### src/dmp_map.svh
// Constants for the dual modulus prescaler
// Contract
// - Divide by ten whenever any of the five modulus gate inputs is high.
// - Divide by eleven only when all five modulus gate inputs are low.
// - Sample the combined modulus control only at the edge taken in counter state 1100.
// - An open TTL gate input counts as high and an open ECL gate input counts as low.
// - Wider modulus pairs come from cascading external stages on the same select path.
`ifndef DMP_MAP_SVH
`define DMP_MAP_SVH
`define DMP_CNT_W 4
`define DMP_DECIDE_STATE 4'h0c
`define DMP_START_STATE 4'h4
`define DMP_LAST_DIV10 4'h0d
`define DMP_LAST_DIV11 4'h0e
`define DMP_DIV_LO 10
`define DMP_DIV_HI 11
`define DMP_HALF_POINT 4'h9
`endif

### src/dmp_pkg.sv
// Types for the dual modulus prescaler
package dmp_pkg;
  typedef enum logic [1:0] {
    DMP_MOD_10 = 2'b01,
    DMP_MOD_11 = 2'b10
  } dmp_mod_t;
endpackage

### src/dmp_gate_if.sv
// Modulus gate bundle between top and combiner
interface dmp_gate_if;
  logic [2:0] ecl_gate;
  logic [1:0] ttl_gate;
  logic [1:0] ttl_open;
  logic [2:0] ecl_open;
  logic mod_ten;
  modport src (output ecl_gate, output ttl_gate, output ttl_open, output ecl_open,
    input mod_ten);
  modport comb (input ecl_gate, input ttl_gate, input ttl_open, input ecl_open,
    output mod_ten);
endinterface

### src/dmp_gate_comb.sv
// Combines the five modulus gate inputs into one divide-by-ten request
module dmp_gate_comb (
  dmp_gate_if.comb gif
);
  logic [1:0] ttl_eff;
  logic [2:0] ecl_eff;
  assign ttl_eff = gif.ttl_gate | gif.ttl_open;
  assign ecl_eff = gif.ecl_gate & ~gif.ecl_open;
  assign gif.mod_ten = (|ttl_eff) | (|ecl_eff);
endmodule

### src/dmp_prescaler.sv
// Dual modulus divide by ten or eleven prescaler
`include "dmp_map.svh"
module dmp_prescaler (
  input wire logic i_mclk,
  input wire logic i_rstn,
  input wire logic i_modulus_gate_ecl_a,
  input wire logic i_modulus_gate_ecl_b,
  input wire logic i_modulus_gate_ecl_c,
  input wire logic i_modulus_gate_ttl_a,
  input wire logic i_modulus_gate_ttl_b,
  input wire logic [2:0] i_ecl_open,
  input wire logic [1:0] i_ttl_open,
  output logic o_div_out,
  output logic o_cycle_pulse,
  output logic o_mod_eleven
);
  dmp_gate_if gif ();
  logic [`DMP_CNT_W-1:0] cnt_reg;
  logic [`DMP_CNT_W-1:0] cnt_next;
  dmp_pkg::dmp_mod_t mod_reg;
  logic [`DMP_CNT_W-1:0] last_state;

  // Final counter state for the chosen modulus
  function automatic logic [`DMP_CNT_W-1:0] dmp_last_of(input logic ten);
    if (ten) begin
      return `DMP_LAST_DIV10;
    end else begin
      return `DMP_LAST_DIV11;
    end
  endfunction

  assign gif.ecl_gate = {i_modulus_gate_ecl_c, i_modulus_gate_ecl_b, i_modulus_gate_ecl_a};
  assign gif.ttl_gate = {i_modulus_gate_ttl_b, i_modulus_gate_ttl_a};
  assign gif.ecl_open = i_ecl_open;
  assign gif.ttl_open = i_ttl_open;

  dmp_gate_comb u_comb (
    .gif(gif)
  );

  ////////////////////////////////////////////////////////////////////////
  // Modulus decision
  // Sample only in 1100
  always_ff @(posedge i_mclk or negedge i_rstn) begin
    if (!i_rstn) begin
      mod_reg <= dmp_pkg::DMP_MOD_10;
    end else if (cnt_reg == `DMP_DECIDE_STATE) begin
      mod_reg <= gif.mod_ten ? dmp_pkg::DMP_MOD_10 : dmp_pkg::DMP_MOD_11;
    end
  end

  ////////////////////////////////////////////////////////////////////////
  // Counter
  // Decision sets current cycle end
  always_comb begin
    if (cnt_reg == `DMP_DECIDE_STATE) begin
      last_state = dmp_last_of(gif.mod_ten);
    end else begin
      last_state = dmp_last_of(mod_reg == dmp_pkg::DMP_MOD_10);
    end
  end

  // Count runs 4..last; decision at 1100 lies inside every cycle
  always_comb begin
    if (cnt_reg == last_state || cnt_reg < `DMP_START_STATE || cnt_reg > `DMP_LAST_DIV11) begin
      cnt_next = `DMP_START_STATE;
    end else begin
      cnt_next = cnt_reg + 4'h1;
    end
  end

  always_ff @(posedge i_mclk or negedge i_rstn) begin
    if (!i_rstn) begin
      cnt_reg <= `DMP_START_STATE;
    end else begin
      cnt_reg <= cnt_next;
    end
  end

  ////////////////////////////////////////////////////////////////////////
  // Outputs
  // Cycle pulse feeds external cascade stages
  always_ff @(posedge i_mclk or negedge i_rstn) begin
    if (!i_rstn) begin
      o_cycle_pulse <= 1'b0;
      o_div_out <= 1'b0;
      o_mod_eleven <= 1'b0;
    end else begin
      o_cycle_pulse <= (cnt_next == `DMP_START_STATE);
      o_div_out <= (cnt_next >= `DMP_START_STATE) && (cnt_next < `DMP_HALF_POINT);
      o_mod_eleven <= (cnt_reg == `DMP_DECIDE_STATE) ? ~gif.mod_ten
        : (mod_reg == dmp_pkg::DMP_MOD_11);
    end
  end
endmodule

### config.mk
export PLATFORM = sky130hd
export DESIGN_NAME = dmp_prescaler
export DESIGN_NICKNAME = d
export VERILOG_FILES = /design/src/dmp_pkg.sv /design/src/dmp_gate_if.sv /design/src/dmp_gate_comb.sv /design/src/dmp_prescaler.sv
export VERILOG_INCLUDE_DIRS = /design/src /design/src/src
export SDC_FILE = /design/constraint.sdc
export NUM_CORES = 1
export LEC_CHECK = 0
export BUFFER_PORTS_ARGS = -buffer_cell sky130_fd_sc_hd__buf_2
export CAP_MARGIN = 20
export CORE_MARGIN = 3
export CORE_UTILIZATION = 35
export CTS_BUF_LIST = sky130_fd_sc_hd__clkbuf_8 sky130_fd_sc_hd__clkbuf_16
export CTS_CLUSTER_SIZE = 8
export DETAILED_ROUTE_END_ITERATION = 12
export SETUP_SLACK_MARGIN = 0.5
export SLEW_MARGIN = 0
export SYNTH_ARGS = -nofsm -noshare
export SYNTH_HDL_FRONTEND = slang
export SYNTH_SLANG_ARGS = --single-unit
### constraint.sdc
create_clock -name i_mclk -period 1.85 [get_ports i_mclk]
set_input_delay 0.37 -clock i_mclk [delete_from_list [all_inputs] [get_ports i_mclk]]
set_output_delay 0.37 -clock i_mclk [all_outputs]
set_load 0.01 [all_outputs]
==> impl_metrics.tcl <==
set metrics [dict create \
    grt_max_degree 12 \
    grt_overflow_total 0 \
    synthDistinctLibCells 31 \
    setup-tns-final_ps 0 \
    final_cell_mix "15 x buf_4, 14 x buf_2, 5 x nand2_1, 5 x dfrtp_1, 4 x inv_2" \
    core_area_um2 1380 \
    final_util_pct 63.4 \
    critical_path_class "register to register" \
    internal_power_mw 0.828 \
    routed_wl_mm 1.29 \
    p_leak_nw 0.421 \
    endpoint_kind "register" \
    placed_cells 91 \
    hp-class "primary input to async pin" \
    drc 0 \
    die_width_um 45.5 \
    dp_hpwl_um 844 \
    p_sw_share_pct 35.5 \
    antenna_cells 0 \
    setup_violations 0 \
    die_area_um2 2070 \
    yosysTopAreaCell "dfrtp_1" \
    clock_skew_ps 1.61 \
    ir_worst_vdd_mv 0.613 \
    startpoint_type "register" \
    num_rows 13 \
    synth_cells 57 \
    crit_fanout 4 \
    worst_pin_slew_ps 261 \
    drive_gt1_share_pct 59.8 \
    routabilityCongestion 0.795 \
    hold_viol_final 0 \
    synth_nets 71 \
    p_clk_share_pct 17.1 \
    num-fill-cells 107 \
    largest_reg_flops 4 \
    mostFrequentLayoutCell "buf_4" \
    cts.path.max_buffers 2 \
    yosysTopAreaCellShare_pct 32.0 \
    pwr-share-comb_pct 55.6 \
    die_h_um 45.5 \
    cpPeakStageDelay_ps 430 \
    preCtsSetupSlack_ps 123 \
    cp.arrival_ps 1700 \
    instances_no_fill 107 \
    max_cap_violations 0 \
    antenna_left 0 \
    cts.sinks 9 \
    crit_slowest_cell "dfrtp_2" \
    grt_pass1_wl_mm 2.18 \
    worstSkewPairLatency_ps 230 \
    path_cells "inv_2, ha_4, and3_4, nand3_4, mux2i_2, or4_1" \
    first_pass_iters 4 \
    fmax_ghz 0.622 \
    clock-root-buffer "clkbuf_8" \
    rsz0062_at_grt "true" \
    path_clk_slew_ps 40 \
    cts_tree "yes" \
    fin_nets 107 \
    grt_use_total_pct 14.6 \
    syn_area_um2 547 \
    io_pins 15 \
    initial_utilization_pct 39.5 \
    syn2layout_area_growth_pct 60.4 \
    drt-wirelength-per-cell_um 12.0 \
    relSlewSlack_pct 82.6 \
    synth.area.top_cells "dfrtp_1 32%, dfstp_2 9.6%, ha_1 4.6%, nand2_1 4.1%, a21oi_4 3.0%" \
    finalCriticalPeriod_ps 1610 \
    switchingPower_mw 0.456 \
    ys_ff_latch 9 \
    period_share_pct 86.8 \
    p_seq_share_pct 27.3 \
    status "finished, final reports clean" \
    ys_seq_area_share_pct 41.6 \
    grt_pass1_vias 508 \
    avgViaCountPerCell 4.96 \
    cp.required_ps 1950 \
    cts_buffers 3 \
    vias 531 \
    setup_slack_ps 243 \
    antenna_found_initial 0 \
    finalMaxSlewViolations 0 \
    dr.first_iter.drc_count 8 \
    power_density_nw_per_um2 1460 \
    numPortBuffers 14 \
    cts_max_level 1 \
    ys_warn_count 0 \
    synth_area_per_cell_um2 9.59 \
]
cell families (layout without fill, tap and decap cells):
kind of cell,count (synthesis),count (layout),synth area share (%)
AOI/OAI and AO/OA,13,13,17.4
adders and majority gates,2,2,4.58
buffers and inverters,8,43,5.95
DFF,9,9,41.6
muxes,3,3,7.09
and+or+nand+nor,22,22,23.3
cells in the mapped netlist:
library cell,count
dfrtp_1,7
nor2_1,2
o21a_1,1
a21oi_1,2
nor4_1,1
a21o_2,1
nor4b_1,1
nor3_1,1
mux2i_2,1
ha_1,2
or4_1,1
nand3_2,1
o21ai_0,3
nand2b_1,1
mux2i_1,1
or2b_1,1
a31oi_1,2
nand3_1,3
a222oi_1,1
or2_1,1
inv_2,2
mux2_4,1
nand2_1,6
nor3b_1,1
inv_1,4
dfstp_2,2
a21oi_4,1
buf_2,2
or3_1,1
a211oi_1,2
and3_4,1
worst max-delay path, delay by kind of cell (launching register included):
family / cells / cell delay, ps
and+or+nand+nor: 3 / 670
DFF: 1 / 430
muxes: 1 / 150
adders and majority gates: 1 / 140
buffers and inverters: 1 / 90
final cells by class:
class | instances | area, µm² | area share (%)
tap | 15 | 18.8 | 2.14
sequential | 9 | 230 | 26.2
multi-input combinational | 40 | 325 | 37.1
inverter | 6 | 22.5 | 2.57
clock inverter | 1 | 3.75 | 0.428
timing repair buffer | 33 | 235 | 26.8
clock buffer | 3 | 41.3 | 4.71
metal layers:
| layer | share of wire, % | up-vias | wire length, µm | GRT usage (%) |
|---|---|---|---|---|
| met3 | 4.6 | 4 | 59 | 3.56 |
| li1 | - | 272 | - | - |
| met4 | 2.1 | 0 | 27 | 7.02 |
| met1 | 47 | 239 | 603 | 19.6 |
| met5 | 0 | - | 0 | 0 |
| met2 | 46 | 16 | 598 | 21.7 |
power groups by stage:
stage / Clock, mW / Combinational (mW) / Sequential (mW)
2_1_floorplan: 0 / 0.372 / 0.340
3_3_place_gp: 0 / 0.513 / 0.357
3_5_place_dp: 0 / 0.516 / 0.359
4_1_cts: 0.224 / 0.630 / 0.345
5_1_grt: 0.234 / 0.780 / 0.362
6_report: 0.220 / 0.714 / 0.351
final timing paths:
check | slack [ps] | endpoint | from | cells after the start
setup / recovery | 240 | o_div_out | cnt_reg[0] | 6
hold / removal | 510 | o_mod_eleven | i_rstn | 2
setup reg to reg | 240 | o_div_out | cnt_reg[0] | 6
hold reg to reg | 530 | o_mod_eleven | mod_reg[0] | 1
max in group asynchronous | 1090 | cnt_reg[2] | i_rstn | 2
min in group i_mclk | 530 | o_mod_eleven | mod_reg[0] | 1
timing repair:
| action | in CTS | in global routing |
|---|---|---|
| setup endpoints to repair | 6 | 9 |
| hold buffers | 1 | 0 |
| gates resized for setup | 2 | 8 |
| pin swaps | 2 | 2 |
| buffers inserted | 7 | 4 |
| endpoints found under the hold margin | 7 | 0 |
per-stage QoR:
step	power (mW)	area (µm²)	hold WS, ps
floorplan	0.712	567	74.4
global placement	0.870	698	231
detailed placement	0.875	698	231
CTS	1.20	826	519
global route	1.38	877	525
finish	1.28	877	514
Note: power is estimated with default switching activity, not from simulation.
